--- src/tbio_pkg.sv ---
// constants shared by the register io control block
package tbio_pkg;
  // register byte offsets on the axi4-lite bus
  localparam logic [7:0] OFS_CTL1 = 8'h00;
  localparam logic [7:0] OFS_CTL2 = 8'h04;
  localparam logic [7:0] OFS_CTL3 = 8'h08;
  localparam logic [7:0] OFS_GB1 = 8'h0c;
  localparam logic [7:0] OFS_GB2 = 8'h10;
  localparam logic [7:0] OFS_GB3 = 8'h14;
  localparam logic [7:0] OFS_STAT = 8'h18;
  localparam logic [7:0] OFS_MASK = 8'h1c;
  localparam int ADDR_W = 8;

  // reset values
  localparam logic [7:0] CTL_RESET = 8'h00;
  localparam logic [7:0] IRQ_RESET = 8'h00;

  // function field sits in bits 7..4 of each control register
  localparam int FUNC_LSB = 4;
  localparam int FUNC_W = 4;
  localparam int FUNC_CAP_BIT = 3; // 1: capture register
  localparam int FUNC_SRC_BIT = 2; // capture: cascade; compare: init level

  // compare pin actions, low two bits of the function field
  localparam logic [1:0] ACT_OFF = 2'h0;
  localparam logic [1:0] ACT_LOW = 2'h1;
  localparam logic [1:0] ACT_HIGH = 2'h2;
  localparam logic [1:0] ACT_TOGGLE = 2'h3;

  // pin capture edges, low two bits in capture mode (1x is both)
  localparam logic [1:0] EDGE_RISE = 2'h0;
  localparam logic [1:0] EDGE_FALL = 2'h1;

  // status/mask layout: capture flags low, match flags high
  localparam int STAT_CAP_LSB = 0;
  localparam int STAT_MATCH_LSB = 4;
  localparam int NCHAN = 3;

  // undivided prescaler selection of the neighbour counter
  localparam logic [2:0] PRESCALE_DIRECT = 3'h0;

  // cascade kinds of a channel
  localparam int KIND_PIN_ONLY = 0;
  localparam int KIND_NEIGHBOUR_MATCH = 1;
  localparam int KIND_NEIGHBOUR_COUNT = 3;

  // axi responses
  localparam logic [1:0] RESP_OKAY = 2'h0;
  localparam logic [1:0] RESP_SLVERR = 2'h2;

  // true when the function field selects a capture register
  function automatic logic is_capture(input logic [3:0] func);
    return func[FUNC_CAP_BIT];
  endfunction
endpackage

--- src/tbio_chan.sv ---
// one channel: general register b with its compare and capture logic
`timescale 1ns/1ps
`default_nettype none
module tbio_chan #(
  parameter int CW = 16,
  parameter int KIND = 0
)(
  input wire logic aclk, // peripheral clock
  input wire logic aresetn, // synchronous reset, low active
  input wire logic [3:0] func, // function field of the control register
  input wire logic [CW-1:0] counter, // channel counter value
  input wire logic counter_run, // channel counter is counting
  input wire logic pin_in, // channel pin level
  input wire logic casc_evt, // cascaded capture event from neighbour
  input wire logic gb_wr, // software write of general register b
  input wire logic [CW-1:0] gb_wdata, // software write data
  output logic [CW-1:0] gb_q, // general register b
  output logic pin_out_q, // pin output level
  output logic pin_oe_q, // pin output enable
  output logic cap_q, // capture happened, one cycle
  output logic match_q // compare match happened, one cycle
);
  generate
    if (CW < 1 || CW > 32)
    begin : g_bad
      $error("counter width must be 1 to 32");
    end
  endgenerate

  logic pin_prev_q;
  logic cap_mode;
  logic casc_sel;
  logic rise;
  logic fall;
  logic pin_evt;
  logic cap_evt;
  logic match_now;

  // decode; channel 2 ignores the source bit so only the pin captures
  assign cap_mode = tbio_pkg::is_capture(func);
  assign casc_sel = cap_mode && func[tbio_pkg::FUNC_SRC_BIT] &&
                    (KIND != tbio_pkg::KIND_PIN_ONLY);
  assign rise = pin_in && !pin_prev_q;
  assign fall = !pin_in && pin_prev_q;
  assign pin_evt = (func[1:0] == tbio_pkg::EDGE_RISE) ? rise :
                   (func[1:0] == tbio_pkg::EDGE_FALL) ? fall :
                   (rise || fall);
  assign cap_evt = cap_mode && (casc_sel ? casc_evt : pin_evt);
  assign match_now = !cap_mode && counter_run && (counter == gb_q);

  // previous pin level for edge detection
  always_ff @(posedge aclk)
  begin
    if (!aresetn)
      pin_prev_q <= 1'b0;
    else
      pin_prev_q <= pin_in;
  end

  // capture beats a software write in the same cycle
  always_ff @(posedge aclk)
  begin
    if (!aresetn)
      gb_q <= '0;
    else if (cap_evt)
      gb_q <= counter;
    else if (gb_wr)
      gb_q <= gb_wdata;
  end

  // pin level: initial level while stopped, actions on match
  always_ff @(posedge aclk)
  begin
    if (!aresetn)
      pin_out_q <= 1'b0;
    else if (!cap_mode && !counter_run)
      pin_out_q <= func[tbio_pkg::FUNC_SRC_BIT];
    else if (match_now)
    begin
      case (func[1:0])
        tbio_pkg::ACT_LOW: pin_out_q <= 1'b0;
        tbio_pkg::ACT_HIGH: pin_out_q <= 1'b1;
        tbio_pkg::ACT_TOGGLE: pin_out_q <= !pin_out_q;
        default: pin_out_q <= pin_out_q;
      endcase
    end
  end

  // capture codes leave the pin to the outside world
  always_ff @(posedge aclk)
  begin
    if (!aresetn)
      pin_oe_q <= 1'b0;
    else
      pin_oe_q <= !cap_mode && (func[1:0] != tbio_pkg::ACT_OFF);
  end

  // event pulses for the status register
  always_ff @(posedge aclk)
  begin
    if (!aresetn)
    begin
      cap_q <= 1'b0;
      match_q <= 1'b0;
    end
    else
    begin
      cap_q <= cap_evt;
      match_q <= match_now;
    end
  end

  match_low_a: assert property (@(posedge aclk) disable iff (!aresetn)
    match_now && func[1:0] == 2'h1 |=> !pin_out_q)
    else $error("low action on match failed");
  match_high_a: assert property (@(posedge aclk) disable iff (!aresetn)
    match_now && func[1:0] == 2'h2 |=> pin_out_q)
    else $error("high action on match failed");
  match_toggle_a: assert property (@(posedge aclk) disable iff (!aresetn)
    match_now && func[1:0] == 2'h3 |=> pin_out_q != $past(pin_out_q))
    else $error("toggle on match failed");
  init_level_a: assert property (@(posedge aclk) disable iff (!aresetn)
    !func[3] && !counter_run |=> pin_out_q == $past(func[2]))
    else $error("initial level not driven while stopped");
  rise_cap_a: assert property (@(posedge aclk) disable iff (!aresetn)
    func == 4'h8 && pin_in && !pin_prev_q |=> gb_q == $past(counter) && cap_q)
    else $error("rising edge capture missed");
  fall_cap_a: assert property (@(posedge aclk) disable iff (!aresetn)
    func == 4'h9 && !pin_in && pin_prev_q |=> gb_q == $past(counter))
    else $error("falling edge capture missed");
  both_cap_a: assert property (@(posedge aclk) disable iff (!aresetn)
    func[3:1] == 3'h5 && pin_in != pin_prev_q |=> cap_q)
    else $error("both edge capture missed");
  cap_no_drive_a: assert property (@(posedge aclk)
    disable iff (!aresetn) func[3] ##1 func[3] |-> !pin_oe_q)
    else $error("pin driven in capture mode");
endmodule
`default_nettype wire

--- src/tbio_top.sv ---
// io control of general register b for channels 1 to 3, axi4-lite slave
//
// Behaviour
// - codes 0001/0101: compare register, pin goes low on each match.
// - codes 0010/0110: pin goes high on each compare match.
// - codes 0011/0111: pin toggles on each compare match.
// - bit 6 picks initial level; x000 disables output; reset is all zero.
// - code 1000 captures on rising pin edge; channel 2 ignores bit 6.
// - code 1001 captures counter on falling pin edge.
// - codes 101x capture on both pin edges.
// - channel 1 codes 11xx capture on channel 0 register c match/capture.
// - channel 3 codes 11xx capture on channel 4 count up or down.
// - channel 4 prescaler 000 makes channel 3 cascaded capture do nothing.
// - initial level is driven onto the pin only while counter stopped.
// - all control registers clear to zero on reset and hardware standby.
`timescale 1ns/1ps
`default_nettype none
module tbio_top #(
  parameter int CW = 16
)(
  input wire logic aclk, // 10 mhz peripheral clock
  input wire logic aresetn, // synchronous reset, low active
  input wire logic hw_standby, // hardware standby, clears controls
  input wire logic [7:0] s_axi_awaddr, // write address
  input wire logic s_axi_awvalid, // write address valid
  output logic s_axi_awready, // write address ready
  input wire logic [31:0] s_axi_wdata, // write data
  input wire logic [3:0] s_axi_wstrb, // write byte strobes
  input wire logic s_axi_wvalid, // write data valid
  output logic s_axi_wready, // write data ready
  output logic [1:0] s_axi_bresp, // write response
  output logic s_axi_bvalid, // write response valid
  input wire logic s_axi_bready, // write response ready
  input wire logic [7:0] s_axi_araddr, // read address
  input wire logic s_axi_arvalid, // read address valid
  output logic s_axi_arready, // read address ready
  output logic [31:0] s_axi_rdata, // read data
  output logic [1:0] s_axi_rresp, // read response
  output logic s_axi_rvalid, // read data valid
  input wire logic s_axi_rready, // read data ready
  output logic irq_q, // level interrupt
  input wire logic [CW-1:0] chan1_counter, // channel 1 counter
  input wire logic [CW-1:0] chan2_counter, // channel 2 counter
  input wire logic [CW-1:0] chan3_counter, // channel 3 counter
  input wire logic [2:0] counter_run, // counter running, one per channel
  input wire logic chan1_pin_b_in, // channel 1 pin level
  output logic chan1_pin_b_out, // channel 1 pin drive level
  output logic chan1_pin_b_oe, // channel 1 pin drive enable
  input wire logic chan2_pin_b_in, // channel 2 pin level
  output logic chan2_pin_b_out, // channel 2 pin drive level
  output logic chan2_pin_b_oe, // channel 2 pin drive enable
  input wire logic chan3_pin_b_in, // channel 3 pin level
  output logic chan3_pin_b_out, // channel 3 pin drive level
  output logic chan3_pin_b_oe, // channel 3 pin drive enable
  input wire logic chan0_general_c_evt, // ch0 reg c match or capture pulse
  input wire logic chan4_count_up, // channel 4 counter counted up
  input wire logic chan4_count_down, // channel 4 counter counted down
  input wire logic [2:0] chan4_prescale_sel // channel 4 prescaler selection
);
  generate
    if (CW < 1 || CW > 32)
    begin : g_bad
      $error("counter width must be 1 to 32");
    end
  endgenerate

  logic [7:0] chan1_io_control_q;
  logic [7:0] chan2_io_control_q;
  logic [7:0] chan3_io_control_high_q;
  logic [7:0] stat_q;
  logic [7:0] mask_q;
  logic [7:0] aw_addr_q;
  logic aw_full_q;
  logic [31:0] w_data_q;
  logic [3:0] w_strb_q;
  logic w_full_q;
  logic do_write;
  logic do_read;
  logic [CW-1:0] gb1;
  logic [CW-1:0] gb2;
  logic [CW-1:0] gb3;
  logic [2:0] cap;
  logic [2:0] match;
  logic [2:0] gb_wr;
  logic [CW-1:0] gb_wdata;
  logic casc3_evt;
  logic [7:0] stat_set;
  logic stat_rd;
  logic [31:0] rd_word;
  logic rd_hit;

  // byte lane merge for the narrow registers
  function automatic logic [7:0] lane0(input logic [7:0] old,
                                       input logic [31:0] d,
                                       input logic [3:0] s);
    return s[0] ? d[7:0] : old;
  endfunction

  // address hit test for the write response; the read mux decodes on its own
  function automatic logic is_mapped(input logic [7:0] a);
    return a == tbio_pkg::OFS_CTL1 || a == tbio_pkg::OFS_CTL2 ||
           a == tbio_pkg::OFS_CTL3 || a == tbio_pkg::OFS_GB1 ||
           a == tbio_pkg::OFS_GB2 || a == tbio_pkg::OFS_GB3 ||
           a == tbio_pkg::OFS_STAT || a == tbio_pkg::OFS_MASK;
  endfunction

  // write fires once address and data are both held
  assign do_write = aw_full_q && w_full_q && !s_axi_bvalid;
  assign do_read = s_axi_arvalid && s_axi_arready;

  // write address channel; ready stays low until the response is taken
  always_ff @(posedge aclk)
  begin
    if (!aresetn)
    begin
      aw_full_q <= 1'b0;
      aw_addr_q <= 8'h00;
      s_axi_awready <= 1'b1;
    end
    else if (s_axi_awvalid && s_axi_awready)
    begin
      aw_full_q <= 1'b1;
      aw_addr_q <= s_axi_awaddr;
      s_axi_awready <= 1'b0;
    end
    else if (do_write)
      aw_full_q <= 1'b0;
    else if (s_axi_bvalid && s_axi_bready)
      s_axi_awready <= 1'b1;
  end

  // write data channel, independent of the address channel
  always_ff @(posedge aclk)
  begin
    if (!aresetn)
    begin
      w_full_q <= 1'b0;
      w_data_q <= 32'h0000_0000;
      w_strb_q <= 4'h0;
      s_axi_wready <= 1'b1;
    end
    else if (s_axi_wvalid && s_axi_wready)
    begin
      w_full_q <= 1'b1;
      w_data_q <= s_axi_wdata;
      w_strb_q <= s_axi_wstrb;
      s_axi_wready <= 1'b0;
    end
    else if (do_write)
      w_full_q <= 1'b0;
    else if (s_axi_bvalid && s_axi_bready)
      s_axi_wready <= 1'b1;
  end

  // write response; unmapped addresses answer slverr
  always_ff @(posedge aclk)
  begin
    if (!aresetn)
    begin
      s_axi_bvalid <= 1'b0;
      s_axi_bresp <= tbio_pkg::RESP_OKAY;
    end
    else if (do_write)
    begin
      s_axi_bvalid <= 1'b1;
      s_axi_bresp <= is_mapped(aw_addr_q) ? tbio_pkg::RESP_OKAY :
                     tbio_pkg::RESP_SLVERR;
    end
    else if (s_axi_bready)
      s_axi_bvalid <= 1'b0;
  end

  // control registers; standby wipes them like a reset
  always_ff @(posedge aclk)
  begin
    if (!aresetn || hw_standby)
    begin
      chan1_io_control_q <= tbio_pkg::CTL_RESET;
      chan2_io_control_q <= tbio_pkg::CTL_RESET;
      chan3_io_control_high_q <= tbio_pkg::CTL_RESET;
    end
    else if (do_write)
    begin
      if (aw_addr_q == tbio_pkg::OFS_CTL1)
        chan1_io_control_q <= lane0(chan1_io_control_q, w_data_q, w_strb_q);
      if (aw_addr_q == tbio_pkg::OFS_CTL2)
        chan2_io_control_q <= lane0(chan2_io_control_q, w_data_q, w_strb_q);
      if (aw_addr_q == tbio_pkg::OFS_CTL3)
        chan3_io_control_high_q <= lane0(chan3_io_control_high_q,
                                         w_data_q, w_strb_q);
    end
  end

  // mask register, same layout as status
  always_ff @(posedge aclk)
  begin
    if (!aresetn)
      mask_q <= tbio_pkg::IRQ_RESET;
    else if (do_write && aw_addr_q == tbio_pkg::OFS_MASK)
      mask_q <= lane0(mask_q, w_data_q, w_strb_q);
  end

  // general register writes; whole word, strobes ignored for simplicity
  assign gb_wdata = w_data_q[CW-1:0];
  assign gb_wr[0] = do_write && aw_addr_q == tbio_pkg::OFS_GB1;
  assign gb_wr[1] = do_write && aw_addr_q == tbio_pkg::OFS_GB2;
  assign gb_wr[2] = do_write && aw_addr_q == tbio_pkg::OFS_GB3;

  // neighbour count at the undivided clock cannot be captured in time
  assign casc3_evt = (chan4_count_up || chan4_count_down) &&
    (chan4_prescale_sel != tbio_pkg::PRESCALE_DIRECT);

  tbio_chan #(.CW(CW), .KIND(tbio_pkg::KIND_NEIGHBOUR_MATCH)) u_chan1 (
    .aclk(aclk),
    .aresetn(aresetn),
    .func(chan1_io_control_q[7:4]),
    .counter(chan1_counter),
    .counter_run(counter_run[0]),
    .pin_in(chan1_pin_b_in),
    .casc_evt(chan0_general_c_evt),
    .gb_wr(gb_wr[0]),
    .gb_wdata(gb_wdata),
    .gb_q(gb1),
    .pin_out_q(chan1_pin_b_out),
    .pin_oe_q(chan1_pin_b_oe),
    .cap_q(cap[0]),
    .match_q(match[0])
  );

  tbio_chan #(.CW(CW), .KIND(tbio_pkg::KIND_PIN_ONLY)) u_chan2 (
    .aclk(aclk),
    .aresetn(aresetn),
    .func(chan2_io_control_q[7:4]),
    .counter(chan2_counter),
    .counter_run(counter_run[1]),
    .pin_in(chan2_pin_b_in),
    .casc_evt(1'b0),
    .gb_wr(gb_wr[1]),
    .gb_wdata(gb_wdata),
    .gb_q(gb2),
    .pin_out_q(chan2_pin_b_out),
    .pin_oe_q(chan2_pin_b_oe),
    .cap_q(cap[1]),
    .match_q(match[1])
  );

  tbio_chan #(.CW(CW), .KIND(tbio_pkg::KIND_NEIGHBOUR_COUNT)) u_chan3 (
    .aclk(aclk),
    .aresetn(aresetn),
    .func(chan3_io_control_high_q[7:4]),
    .counter(chan3_counter),
    .counter_run(counter_run[2]),
    .pin_in(chan3_pin_b_in),
    .casc_evt(casc3_evt),
    .gb_wr(gb_wr[2]),
    .gb_wdata(gb_wdata),
    .gb_q(gb3),
    .pin_out_q(chan3_pin_b_out),
    .pin_oe_q(chan3_pin_b_oe),
    .cap_q(cap[2]),
    .match_q(match[2])
  );

  // sticky events; a set in the clearing read cycle survives
  assign stat_set = {1'b0, match, 1'b0, cap};
  assign stat_rd = do_read && s_axi_araddr == tbio_pkg::OFS_STAT;
  always_ff @(posedge aclk)
  begin
    if (!aresetn)
      stat_q <= tbio_pkg::IRQ_RESET;
    else if (stat_rd)
      stat_q <= stat_set;
    else
      stat_q <= stat_q | stat_set;
  end

  // interrupt level from the registered status and mask
  always_ff @(posedge aclk)
  begin
    if (!aresetn)
      irq_q <= 1'b0;
    else
      irq_q <= |(stat_q & mask_q);
  end

  // read mux
  always_comb
  begin
    rd_word = 32'h0000_0000;
    rd_hit = 1'b1;
    case (s_axi_araddr)
      tbio_pkg::OFS_CTL1: rd_word[7:0] = chan1_io_control_q;
      tbio_pkg::OFS_CTL2: rd_word[7:0] = chan2_io_control_q;
      tbio_pkg::OFS_CTL3: rd_word[7:0] = chan3_io_control_high_q;
      tbio_pkg::OFS_GB1: rd_word[CW-1:0] = gb1;
      tbio_pkg::OFS_GB2: rd_word[CW-1:0] = gb2;
      tbio_pkg::OFS_GB3: rd_word[CW-1:0] = gb3;
      tbio_pkg::OFS_STAT: rd_word[7:0] = stat_q;
      tbio_pkg::OFS_MASK: rd_word[7:0] = mask_q;
      default: rd_hit = 1'b0;
    endcase
  end

  // read channel: one read at a time, answer one cycle after the address
  always_ff @(posedge aclk)
  begin
    if (!aresetn)
    begin
      s_axi_arready <= 1'b1;
      s_axi_rvalid <= 1'b0;
      s_axi_rdata <= 32'h0000_0000;
      s_axi_rresp <= tbio_pkg::RESP_OKAY;
    end
    else if (do_read)
    begin
      s_axi_arready <= 1'b0;
      s_axi_rvalid <= 1'b1;
      s_axi_rdata <= rd_word;
      s_axi_rresp <= rd_hit ? tbio_pkg::RESP_OKAY : tbio_pkg::RESP_SLVERR;
    end
    else if (s_axi_rvalid && s_axi_rready)
    begin
      s_axi_rvalid <= 1'b0;
      s_axi_arready <= 1'b1;
    end
  end

  standby_clear_a: assert property (@(posedge aclk)
    disable iff (!aresetn)
    hw_standby |=> chan1_io_control_q == 8'h00 &&
      chan2_io_control_q == 8'h00 && chan3_io_control_high_q == 8'h00)
    else $error("controls not cleared in standby");
  direct_clock_a: assert property (@(posedge aclk)
    disable iff (!aresetn)
    chan3_io_control_high_q[7:6] == 2'h3 && chan4_prescale_sel == 3'h0
    |=> !cap[2])
    else $error("capture with undivided neighbour clock");
  chan4_cascade_a: assert property (@(posedge aclk)
    disable iff (!aresetn)
    chan3_io_control_high_q[7:6] == 2'h3 && chan4_prescale_sel != 3'h0 &&
    (chan4_count_up || chan4_count_down)
    |=> cap[2] && gb3 == $past(chan3_counter))
    else $error("neighbour count capture missed");
  chan0_cascade_a: assert property (@(posedge aclk)
    disable iff (!aresetn)
    chan1_io_control_q[7:6] == 2'h3 && chan0_general_c_evt
    |=> cap[0] && gb1 == $past(chan1_counter))
    else $error("neighbour match capture missed");
  chan2_pin_only_a: assert property (@(posedge aclk)
    disable iff (!aresetn)
    chan2_io_control_q[7:4] == 4'hc && chan2_pin_b_in == u_chan2.pin_prev_q
    |=> !cap[1])
    else $error("channel 2 captured without a pin edge");
  disabled_out_a: assert property (@(posedge aclk) disable iff (!aresetn)
    chan1_io_control_q[7:4] == 4'h0 ##1 chan1_io_control_q[7:4] == 4'h0
    |-> !chan1_pin_b_oe)
    else $error("pin driven while output disabled");
endmodule
`default_nettype wire

--- config.mk ---
export PLATFORM = sky130hd
export DESIGN_NAME = tbio_top
export DESIGN_NICKNAME = d
export VERILOG_FILES = /design/src/tbio_pkg.sv /design/src/tbio_chan.sv /design/src/tbio_top.sv
export SDC_FILE = /design/constraint.sdc
export NUM_CORES = 1
export LEC_CHECK = 0
export BUFFER_PORTS_ARGS = -buffer_cell sky130_fd_sc_hd__buf_4
export CORE_AREA = 2 2 126 128
export CTS_CLUSTER_DIAMETER = 80
export DETAILED_ROUTE_END_ITERATION = 16
export DIE_AREA = 0 0 128 130
export PLACE_DENSITY = 0.86
export SLEW_MARGIN = 25
export SYNTH_ARGS = -nofsm -noshare
export SYNTH_HDL_FRONTEND = slang
export SYNTH_SLANG_ARGS = --single-unit
export TNS_END_PERCENT = 5
--- constraint.sdc ---
create_clock -name aclk -period 1.9 [get_ports aclk]
set_clock_uncertainty 0.2 [all_clocks]
set_input_delay 0.19 -clock aclk [delete_from_list [all_inputs] [get_ports aclk]]
set_output_delay 0.19 -clock aclk [all_outputs]
set_load 0.01 [all_outputs]
==> results of run 1 <==
[cell type report]
class	instances	area, sq um
fillers	1095	4561
multi-input cells	636	4167
flip-flops and latches	152	3050
repair buffers	308	2728
clock buffers	24	521.8
well taps	192	240.2
clock inverters	7	112.6
inverters	12	45.04
[metrics by stage]
step	util	instance area [sq um]	hold slack, ns
floorplan	-	7477	0.1083
global placement	0.5904	9106	0.2172
detailed placement	0.5904	9106	0.2279
CTS	0.6935	10700	0.03797
global route	0.7043	10860	0.09298
finish	0.7043	10860	0.05168
[sequential cells by signal, indices dropped and copies added (netlist names), 6 cells and up]
register	count
u_chan2.gb_q	16
stat_q	6
mask_q	8
chan2_io_control_q	8
u_chan3.gb_q	16
aw_addr_q	8
w_data_q	16
u_chan1.gb_q	16
chan1_io_control_q	8
chan3_io_control_high_q	8
s_axi_rdata	16
[routing by layer]
metal  track usage  vias to the layer above
met5             0                        -
met4        0.1551                        0
met3       0.06027                       74
met2        0.5332                      409
met1        0.3705                     3612
li1              -                     3521
[cells in the final DEF, fill, tap and decap left out, types with 4 or more instances in the layout]
cell type                       instances
sky130_fd_sc_hd__a2111oi_0              6
sky130_fd_sc_hd__a211oi_1              12
sky130_fd_sc_hd__a211oi_2               5
sky130_fd_sc_hd__a21o_1                 4
sky130_fd_sc_hd__a21oi_1               59
sky130_fd_sc_hd__a222oi_1               5
sky130_fd_sc_hd__a22oi_1               14
sky130_fd_sc_hd__a31oi_1               17
sky130_fd_sc_hd__and2_1                10
sky130_fd_sc_hd__buf_12                12
sky130_fd_sc_hd__buf_4                200
sky130_fd_sc_hd__buf_6                  4
sky130_fd_sc_hd__clkbuf_16             18
sky130_fd_sc_hd__clkbuf_8               7
sky130_fd_sc_hd__conb_1                18
sky130_fd_sc_hd__dfxtp_1              148
sky130_fd_sc_hd__dlygate4sd3_1         89
sky130_fd_sc_hd__ha_1                   5
sky130_fd_sc_hd__inv_1                 11
sky130_fd_sc_hd__mux2i_1               74
sky130_fd_sc_hd__mux2i_2                4
sky130_fd_sc_hd__nand2_1              115
sky130_fd_sc_hd__nand2b_1               5
sky130_fd_sc_hd__nand3_1                9
sky130_fd_sc_hd__nand4_1                8
sky130_fd_sc_hd__nor2_1                87
sky130_fd_sc_hd__nor3_1                 7
sky130_fd_sc_hd__nor4_1                10
sky130_fd_sc_hd__o21ai_0               45
sky130_fd_sc_hd__o21ai_1               13
sky130_fd_sc_hd__xnor2_1                4
sky130_fd_sc_hd__xor2_1                40
[worst register-to-register path, cell delays in order, from the launching register on]
cell                      delay (ns)
sky130_fd_sc_hd__dfxtp_1        0.31
sky130_fd_sc_hd__or4_4          0.54
sky130_fd_sc_hd__nor4b_4        0.32
sky130_fd_sc_hd__nand4_4        0.29
sky130_fd_sc_hd__mux2i_1        0.26
sky130_fd_sc_hd__nor2_1         0.05
[power groups by stage]
| stage | Sequential, mW | Combinational (mW) | Clock (mW) |
|---|---|---|---|
| finish | 3.34 | 0.867 | 3.60 |
| global route | 3.34 | 0.924 | 3.75 |
| CTS | 3.33 | 0.819 | 3.60 |
| detailed placement | 3.40 | 0.658 | 0 |
| global placement | 3.39 | 0.645 | 0 |
| floorplan | 3.36 | 0.343 | 0 |
[how the worst max path moves through the flow]
stage                             end
floorplan            u_chan1.gb_q[10]
global placement    u_chan2.pin_out_q
detailed placement  u_chan2.pin_out_q
CTS                         mask_q[5]
global route         u_chan1.gb_q[14]
finish                      mask_q[5]
[cells by family (layout without fill, tap and decap cells)]
group	count (synthesis)	after routing	synth area share
AO/OA/AOI/OAI	198	198	0.1654
XOR/XNOR	48	48	0.05677
adder cells (fa/ha/maj)	6	6	0.01014
buffers and inverters	84	351	0.05896
flip-flops	152	152	0.4109
multiplexers	83	83	0.1127
other	1	18	0.0005064
AND/OR/NAND/NOR	283	283	0.1847
[timing repair]
item / 4_1_cts / 5_1_grt
gates resized for setup: 10 / 42
hold endpoints to repair: 89 / 0
setup endpoints to repair: 70 / 85
cloned: 0 / 1
hold buffers: 91 / 0
pin swaps: 3 / 15
==> run summary, run 1 <==
result of the run: finished with violations
violations in the final reports: negative setup slack
cts bufs inserted: 17
setup TNS: -4.660 ns
Total Power: 7.802 mW
number of antenna violations at the first check in global routing: 0
overall routed net length: 26,310 microns
wire length per cell after detailed routing: 19.76 microns
clock transition time at the flip-flop clock pins of the worst setup and hold paths: 0.06 ns
source of the worst hold timing path: s_axi_araddr[4]
area of the mapped netlist: 0.007406 sq mm
initial core utilization: 0.4801
share of flip-flops with an asynchronous set or reset after synthesis: 0
placed wire-length estimate: 16,670 microns
DRT Pass-1 Iters: 6
Port-buffer cells: 130
Final Critical Period: 2.082 ns
buffer depth of the longest clock path: 2
routability cong.: 0.9562
final worst path period share: 1.096
post-route ant nets: 0
largest net degree at the start of global routing: 57
synthesis-stage register bit count: 152
Leak Pwr: 4.561 nW
number of failing setup endpoints in the final timing report: 62
met2 wire len: 12,970 microns
leading cell types by total area after synthesis: sky130_fd_sc_hd__dfxtp_1 41%, sky130_fd_sc_hd__mux2i_1 11%, sky130_fd_sc_hd__nand2_1 5.9%
standard-cell row count: 46
overall die area: 0.01664 sq mm
endpoint of the most critical register-to-register path: mask_q[5]
final std cells w/o fill: 1,331
count of cells along the worst hold path: 5
antenna diode count: 0
H-tree lvl count: 4
via count of the first global-routing pass: 7,540
Final WS setup: -0.1817 ns
number of warnings printed during yosys synthesis: 0
max layer used: met4
PwrDens: 718.2 mW/mm^2
peak ir drop on the vdd network: 656.9 uV
series of cell instances along the critical path: or4_4 > nor4b_4 > nand4_4 > mux2i_1 > nor2_1
met1 wire length: 10,110 microns
final net count: 1,253
total grt overflow: 0
ports placed on the boundary: 168
average cell area after synthesis: 8.662 sq um
CP Data Required Time: 2.01 ns
switching power share of the total: 0.2320
core footprint: 0.01542 sq mm
first-pass GRT wire length: 39,310 microns
f_max: 0.4804 GHz
top cell types by occurrence after synthesis: 152 x sky130_fd_sc_hd__dfxtp_1, 116 x sky130_fd_sc_hd__nand2_1, 90 x sky130_fd_sc_hd__nor2_1
pre-CTS setup slack: -0.3013 ns
net switching power of the design: 1.810 mW
top cell type's share of synthesized area: 0.4109
max incr delay on CP: 0.54 ns
dominant register cell in the synthesized netlist: sky130_fd_sc_hd__dfxtp_1
sequential fraction of design power: 0.428
transition at the pin with the smallest max-transition slack: 0.6272 ns
kind of end point of the critical path: flop
vertical die dimension: 130 microns
cell taking the most area after synthesis: sky130_fd_sc_hd__dfxtp_1
Internal Dissipation: 5.992 mW
clock latency of the later-clocked register in the worst-skew pair: 0.43 ns
DRC errors left: 0
Slew Viols, Final: 0
layout cells sized above 1: 0.2651
instance count after placement with tap cells included: 1,208
number of vias after detailed routing: 7,616
number of max-cap violations: 0
synth unique cells: 67
top-count cell post-synth: sky130_fd_sc_hd__dfxtp_1
reg-to-reg setup timing slack: -0.18 ns
number of enable-type register cells in the synthesized netlist: 0
Root Buffer: sky130_fd_sc_hd__clkbuf_16
Starting DRT DRC Count: 728
wire length on met3: 2150 microns
launching element type of the critical path: flop
CP startpoint: aw_addr_q[7]
sequential cell area fraction in the yosys report: 0.4109
total count of hold-check failures in the final report: 0
worst path buffer plus inverter count: 0
gate family responsible for the most delay along the worst path: simple AND/OR/NAND/NOR gates
cells after synthesis: 855
Clock power frac: 0.461
startpoint of the most critical register-to-register path: aw_addr_q[7]
critical path fanouts, max: 8
share of power burned in combinational logic: 0.111
remaining max-slew budget at the tightest pin: 0.5809
worst-case reg-to-reg path depth: 5
CTS sink cnt: 152
standard cell with the maximum stage delay on the critical path: sky130_fd_sc_hd__or4_4
clock tree from TritonCTS: done
arrival time at the worst endpoint: 2.19 ns
RSZ-0062 raised after global routing: yes
class of the tightest hold or removal check: in2reg
Die Wd: 128 microns
via/cell ratio: 5.722
category of the most critical setup path: reg2reg
# Post-CTS Setup Buffers: 0
destination of the worst hold path: s_axi_rresp[1]
Crit path depth: 5
Area growth syn-to-layout: 46.70%
GRT Resource Usage Total: 0.3092
Note: power is estimated with default switching activity, not from simulation.
==> run 2: changes to the inputs <==
--- a/config.mk
+++ b/config.mk
@@ -10,7 +10,7 @@
 export CTS_CLUSTER_DIAMETER = 80
 export DETAILED_ROUTE_END_ITERATION = 16
 export DIE_AREA = 0 0 128 130
-export PLACE_DENSITY = 0.86
+export PLACE_DENSITY = 0.75
 export SLEW_MARGIN = 25
 export SYNTH_ARGS = -nofsm -noshare
 export SYNTH_HDL_FRONTEND = slang
==> run 2 against run 1 <==
Compared with the run above:
- the run still ends with negative setup slack left
- sequential share of layout area increased by 0.44 points
- combinational power decreased by 3.2%
- flip-flop and latch count unchanged
- register-to-register slack about the same
- utilization decreased by 1.0 points
==> run summary, run 2 (same netlist as run 1, synthesis figures left out) <==
number of antenna violations at the first check in global routing: 0 (unchanged)
destination of the worst hold path: chan2_io_control_q[3]
Die Wd: 128 microns (unchanged)
class of the tightest hold or removal check: in2reg
most frequent standard cell in the layout excluding fill and tap cells: sky130_fd_sc_hd__buf_4
count of cells along the worst hold path: 4 (-1)
source of the worst hold timing path: hw_standby
launching element type of the critical path: flop
Root Buffer: sky130_fd_sc_hd__clkbuf_16
initial core utilization: 0.4801 (unchanged)
Final WS setup: -0.1815 ns (+0.0001860 ns)
overall die area: 0.01664 sq mm (unchanged)
final worst path period share: 1.096 (about the same)
first-pass GRT wire length: 37,920 microns (-3.5%)
largest net degree at the start of global routing: 77 (+35%)
share of the core filled with cells in the final layout: 0.6939 (-0.01046)
routability cong.: 0.9517 (-0.47%)
number of failing setup endpoints in the final timing report: 66 (+6.5%)
final net count: 1,250 (-0.24%)
core footprint: 0.01542 sq mm (unchanged)
Starting DRT DRC Count: 746 (+2.5%)
Leak Pwr: 4.511 nW (-1.1%)
wire length per cell after detailed routing: 18.23 microns (-7.8%)
H-tree lvl count: 4 (unchanged)
category of the most critical setup path: reg2reg
result of the run: finished with violations
commonest non-fill, non-tap cells in the layout: 201 x sky130_fd_sc_hd__buf_4, 147 x sky130_fd_sc_hd__dfxtp_1, 114 x sky130_fd_sc_hd__nand2_1
placed wire-length estimate: 16,370 microns (-1.8%)
kind of end point of the critical path: flop
arrival time at the worst endpoint: 2.19 ns (about the same)
PwrDens: 712.7 mW/mm^2 (-0.76%)
vertical die dimension: 130 microns (unchanged)
via count of the first global-routing pass: 7,291 (-3.3%)
remaining max-slew budget at the tightest pin: 0.5652 (-0.01564)
final std cells w/o fill: 1,329 (-0.15%)
Area growth syn-to-layout: 44.52%
number of vias after detailed routing: 7,492 (-1.6%)
peak ir drop on the vdd network: 668.1 uV (+1.7%)
standard-cell row count: 46 (unchanged)
critical path fanouts, max: 8 (unchanged)
violations in the final reports: negative setup slack
endpoint of the most critical register-to-register path: mask_q[6]
CP Data Required Time: 2.01 ns (about the same)
buffer depth of the longest clock path: 2 (unchanged)
cts bufs inserted: 17 (unchanged)
startpoint of the most critical register-to-register path: aw_addr_q[7]
RSZ-0062 raised after global routing: yes
via/cell ratio: 5.637 (-1.5%)
Total Power: 7.628 mW (-2.2%)
ports placed on the boundary: 168 (unchanged)
DRT Pass-1 Iters: 8 (+2)
clock tree from TritonCTS: done
clock latency of the later-clocked register in the worst-skew pair: 0.43 ns (about the same)
FF+latch area: 0.003052 sq mm (about the same)
total count of hold-check failures in the final report: 0 (unchanged)
footprint of the multi-input gates: 0.004075 sq mm (-2.2%)
final-layout fill cell count: 1,185 (+8.2%)
Final Critical Period: 2.081 ns (-0.0001860 ns)
DRC errors left: 0 (unchanged)
Port-buffer cells: 130 (unchanged)
layout cells sized above 1: 0.2515 (-0.01361)
f_max: 0.4804 GHz (about the same)
post-route ant nets: 0 (unchanged)
final worst hold slack: 0.01015 ns (-0.04153 ns)
instance count after placement with tap cells included: 1,206 (-0.17%)
Slew Viols, Final: 0 (unchanged)
reg-to-reg setup timing slack: -0.18 ns (about the same)
CTS sink cnt: 152 (unchanged)
worst-case reg-to-reg path depth: 5 (unchanged)
clock transition time at the flip-flop clock pins of the worst setup and hold paths: 0.06 ns (about the same)
setup TNS: -4.162 ns (+0.4978 ns)
number of max-cap violations: 0 (unchanged)
total grt overflow: 0 (unchanged)
transition at the pin with the smallest max-transition slack: 0.6506 ns (+0.02341 ns)
antenna diode count: 0 (unchanged)
GRT Resource Usage Total: 0.2975 (-0.01168)
overall routed net length: 24,230 microns (-7.9%)
-- run 2: changes by cell type in the layout (fill, tap and decap cells not counted), moves of 4 or more --
cell	previous run	this run
sky130_fd_sc_hd__a211oi_2	5	0
sky130_fd_sc_hd__a2111oi_0	6	2
sky130_fd_sc_hd__a211oi_1	12	17
sky130_fd_sc_hd__a2111oi_1	0	4
sky130_fd_sc_hd__o21ai_1	13	8
sky130_fd_sc_hd__o21ai_0	45	50
-- run 2: power breakdown --
group	internal [mW]	switching (mW)
logic	0.440	0.400
clock network	2.14	1.32
registers	3.24	0.0807
-- run 2: layout make-up --
class	instances	share of cell area
tap	192	0.02245
clock inverter	7	0.008183
sequential	152	0.2851
timing repair buffer	305	0.2510
inverter	12	0.004209
multi-input combinational	636	0.3808
clock buffer	25	0.04828
-- run 2: how the worst max path moves through the flow --
stage / startpoint / endpoint / slack [ns] / cells past startpoint
2_1_floorplan: s_axi_bvalid / u_chan1.gb_q[10] / -0.06 / 7
3_3_place_gp: s_axi_araddr[2] / s_axi_rdata[2] / -0.18 / 7
3_5_place_dp: s_axi_araddr[2] / s_axi_rdata[1] / -0.23 / 7
4_1_cts: aw_addr_q[7] / mask_q[6] / -0.18 / 5
5_1_grt: aw_addr_q[7] / mask_q[5] / -0.22 / 5
6_report: aw_addr_q[7] / mask_q[6] / -0.18 / 5
-- run 2: repair_timing --
item                                   in CTS  in global routing
endpoints found under the hold margin      90                  0
gates cloned                                0                  0
gates resized for setup                     9                 22
buffers inserted                            1                  1
hold buffers                               89                  0
pin swaps                                  13                  8
setup endpoints to repair                  73                 87
-- run 2: stage by stage --
| stage | cell area (sq um) | worst slack, ns |
|---|---|---|
| detailed placement | 9107 | -0.2303 |
| global placement | 9107 | -0.1771 |
| global route | 10700 | -0.2249 |
| finish | 10700 | -0.1815 |
| CTS | 10640 | -0.1767 |
| floorplan | 7477 | -0.06378 |
-- run 2: worst max-delay path, stage by stage (launching register included) --
cell                      delay, ns
sky130_fd_sc_hd__dfxtp_1       0.31
sky130_fd_sc_hd__or4_4         0.55
sky130_fd_sc_hd__nor4b_4       0.32
sky130_fd_sc_hd__nand4_4       0.28
sky130_fd_sc_hd__mux2i_1       0.25
sky130_fd_sc_hd__nor2_1        0.06
-- run 2: metal layers --
metal	wire length [microns]	track usage	up-vias
li1	-	-	3524
met1	9807	0.3797	3526
met2	11550	0.4958	386
met3	2017	0.05822	56
met4	857	0.1254	0
met5	0	0	-
==> run 3: changes to the inputs <==
--- a/config.mk
+++ b/config.mk
@@ -6,11 +6,11 @@
 export NUM_CORES = 1
 export LEC_CHECK = 0
 export BUFFER_PORTS_ARGS = -buffer_cell sky130_fd_sc_hd__buf_4
-export CORE_AREA = 2 2 126 128
+export CORE_AREA = 2 2 121 123
 export CTS_CLUSTER_DIAMETER = 80
 export DETAILED_ROUTE_END_ITERATION = 16
-export DIE_AREA = 0 0 128 130
-export PLACE_DENSITY = 0.75
+export DIE_AREA = 0 0 123 125
+export PLACE_DENSITY = 0.77
 export SLEW_MARGIN = 25
 export SYNTH_ARGS = -nofsm -noshare
 export SYNTH_HDL_FRONTEND = slang
==> constraint.sdc (replaced) <==
create_clock -name aclk -period 2.02 [get_ports aclk]
set_clock_uncertainty 0.2 [all_clocks]
set_input_delay 0.202 -clock aclk [delete_from_list [all_inputs] [get_ports aclk]]
set_output_delay 0.202 -clock aclk [all_outputs]
set_load 0.01 [all_outputs]
==> run 3 against run 2 <==
Compared with the run above:
- the run still ends with negative setup slack left
- routed wire length up 2.7%
- clock power rose by 2%
- cell area shrank 0.98%
- non-clock buffer count fell by 20
- critical path depth unchanged
- clock-buffer cell count up 1
- combinational power down 7.7%
- global-route usage rose by 2.6 points
- worst setup slack got worse by 0.023 ns
- sequential power shrank 5%
- worst hold slack better by 0.015 ns
- flip-flop and latch count is the same
- largest cell class unchanged
==> run summary, run 3 (same netlist as run 1, synthesis figures left out) <==
wire length on met3: 2334 microns (+16%)
pre-CTS setup slack: -0.1359 ns (+0.09438 ns)
CP Data Required Time: 2.14 ns (+0.13 ns)
cts bufs inserted: 17 (unchanged)
buffer depth of the longest clock path: 2 (unchanged)
clock latency of the later-clocked register in the worst-skew pair: 0.42 ns (about the same)
largest net degree at the start of global routing: 76 (-1.3%)
area of all placed cells without fillers: 0.01060 sq mm (-0.98%)
violations in the final reports: negative setup slack
ports placed on the boundary: 168 (unchanged)
standard cell with the maximum stage delay on the critical path: sky130_fd_sc_hd__or4_4
H-tree lvl count: 4 (unchanged)
launching element type of the critical path: flop
number of antenna violations at the first check in global routing: 0 (unchanged)
transition at the pin with the smallest max-transition slack: 0.6113 ns (-0.03934 ns)
vertical die dimension: 125 microns (-3.8%)
f_max: 0.4496 GHz (-6.4%)
destination of the worst hold path: u_chan2.gb_q[13]
Internal Dissipation: 5.756 mW (-1.2%)
initial core utilization: 0.5214 (+0.04128)
final-layout fill cell count: 940 (-21%)
number of max-cap violations: 0 (unchanged)
total count of hold-check failures in the final report: 0 (unchanged)
worst-case reg-to-reg path depth: 5 (unchanged)
Slew Viols, Final: 0 (unchanged)
met2 wire len: 11,990 microns (+3.9%)
max incr delay on CP: 0.60 ns (+0.05 ns)
overall routed net length: 24,880 microns (+2.7%)
RSZ-0062 raised after global routing: yes
sequential fraction of design power: 0.421 (-0.015)
via count of the first global-routing pass: 7,310 (+0.26%)
switching power share of the total: 0.2275 (-0.008804)
gate family responsible for the most delay along the worst path: simple AND/OR/NAND/NOR gates
post-route ant nets: 0 (unchanged)
total grt overflow: 0 (unchanged)
result of the run: finished with violations
core footprint: 0.01420 sq mm (-7.9%)
DRC errors left: 0 (unchanged)
Final Critical Period: 2.224 ns (+0.1428 ns)
final worst path period share: 1.101 (+0.005617)
category of the most critical setup path: reg2reg
Die Wd: 123 microns (-3.9%)
number of vias after detailed routing: 7,482 (-0.13%)
layout cells sized above 1: 0.2498 (-0.001763)
reg-to-reg setup timing slack: -0.20 ns (-0.02 ns)
via/cell ratio: 5.751 (+2.0%)
endpoint of the most critical register-to-register path: u_chan1.pin_out_q
share of power burned in combinational logic: 0.104 (-0.006)
startpoint of the most critical register-to-register path: u_chan1.gb_q[10]
Root Buffer: sky130_fd_sc_hd__clkbuf_16
count of cells along the worst hold path: 3 (-1)
setup TNS: -1.575 ns (+2.587 ns)
series of cell instances along the critical path: xor2_1 > nor4_1 > nand4_1 > or4_4 > a311oi_2
commonest non-fill, non-tap cells in the layout: 185 x sky130_fd_sc_hd__buf_4, 146 x sky130_fd_sc_hd__dfxtp_1, 114 x sky130_fd_sc_hd__nand2_1
kind of end point of the critical path: flop
routability cong.: 0.8904 (-6.4%)
standard-cell row count: 44 (-4.3%)
Clock power frac: 0.475 (+0.021)
worst path buffer plus inverter count: 0 (unchanged)
max layer used: met4
arrival time at the worst endpoint: 2.35 ns (+0.16 ns)
net switching power of the design: 1.695 mW (-6.0%)
class of the tightest hold or removal check: in2reg
Leak Pwr: 4.451 nW (-1.3%)
antenna diode count: 0 (unchanged)
met1 wire length: 9554 microns (-2.6%)
number of failing setup endpoints in the final timing report: 32 (-52%)
remaining max-slew budget at the tightest pin: 0.5820 (+0.01674)
CTS sink cnt: 152 (unchanged)
final worst hold slack: 0.02482 ns (+0.01467 ns)
cell area after placement: 0.008905 sq mm (-2.2%)
peak ir drop on the vdd network: 586.1 uV (-12%)
GRT Resource Usage Total: 0.3240 (+0.02649)
wire length per cell after detailed routing: 19.12 microns (+4.9%)
PwrDens: 703.1 mW/mm^2 (-1.3%)
final net count: 1,230 (-1.6%)
clock tree from TritonCTS: done
first-pass GRT wire length: 38,470 microns (+1.4%)
Area growth syn-to-layout: 43.10%
most frequent standard cell in the layout excluding fill and tap cells: sky130_fd_sc_hd__buf_4
Port-buffer cells: 130 (unchanged)
overall die area: 0.01538 sq mm (-7.6%)
placed wire-length estimate: 15,890 microns (-2.9%)
critical path fanouts, max: 3 (-5)
clock transition time at the flip-flop clock pins of the worst setup and hold paths: 0.06 ns (about the same)
FF+latch area: 0.003050 sq mm (about the same)
Starting DRT DRC Count: 855 (+15%)
Final WS setup: -0.2043 ns (-0.02281 ns)
source of the worst hold timing path: chan2_counter[13]
DRT Pass-1 Iters: 9 (+1)
footprint of the multi-input gates: 0.004099 sq mm (+0.58%)
run 3: final cells by class:
type	count	share of cell area
Sequential cell	152	0.2878
Clock buffer	26	0.04994
Tap cell	184	0.02172
Multi-Input combinational cell	636	0.3868
Timing Repair Buffer	285	0.2370
Inverter	12	0.004250
Clock inverter	6	0.01251
run 3: timing repair:
| item | 4_1_cts | 5_1_grt |
|---|---|---|
| endpoints found under the hold margin | 86 | 0 |
| setup buffers | 3 | 1 |
| pin swaps | 16 | 13 |
| gates resized for setup | 11 | 26 |
| endpoints found under the setup margin | 36 | 59 |
| hold buffers | 83 | 0 |
| gates cloned | 0 | 3 |
run 3: worst max-delay path by stage:
stage	startpoint	slack, ns	end	cells past startpoint
finish	u_chan1.gb_q[10]	-0.20	u_chan1.pin_out_q	5
global route	u_chan1.gb_q[10]	-0.24	u_chan1.pin_out_q	5
CTS	u_chan1.gb_q[13]	-0.13	u_chan1.pin_out_q	5
detailed placement	u_chan1.gb_q[7]	-0.14	u_chan1.pin_out_q	5
global placement	aw_addr_q[7]	-0.17	u_chan2.gb_q[7]	5
floorplan	s_axi_bvalid	0.04	u_chan1.gb_q[10]	7
run 3: worst reg2reg max path: cells and delay by family, from the launching register on:
| family | cells | cell delay [ns] |
|---|---|---|
| flops | 1 | 0.32 |
| simple gates | 3 | 1.22 |
| compound gates | 1 | 0.24 |
| xor+xnor | 1 | 0.15 |
run 3: power groups by stage:
| stage | logic, mW | registers [mW] | clock network [mW] |
|---|---|---|---|
| 2_1_floorplan | 0.322 | 3.16 | 0 |
| 3_3_place_gp | 0.596 | 3.19 | 0 |
| 3_5_place_dp | 0.604 | 3.19 | 0 |
| 4_1_cts | 0.745 | 3.13 | 3.53 |
| 5_1_grt | 0.828 | 3.14 | 3.69 |
| 6_report | 0.774 | 3.14 | 3.54 |
run 3: through the flow:
| stage | std cells | power (mW) | utilization |
|---|---|---|---|
| 2_1_floorplan | 872 | 3.480 | - |
| 3_3_place_gp | 1178 | 3.788 | 0.6261 |
| 3_5_place_dp | 1179 | 3.798 | 0.6269 |
| 4_1_cts | 1297 | 7.407 | 0.7366 |
| 5_1_grt | 1301 | 7.657 | 0.7461 |
| 6_report | 1301 | 7.451 | 0.7461 |
run 3: per-layer routing:
layer  vias up  global-route usage
met4         0              0.1344
met3        96             0.07345
li1       3473                   -
met5         -                   0
met2       459              0.5278
met1      3454              0.4115
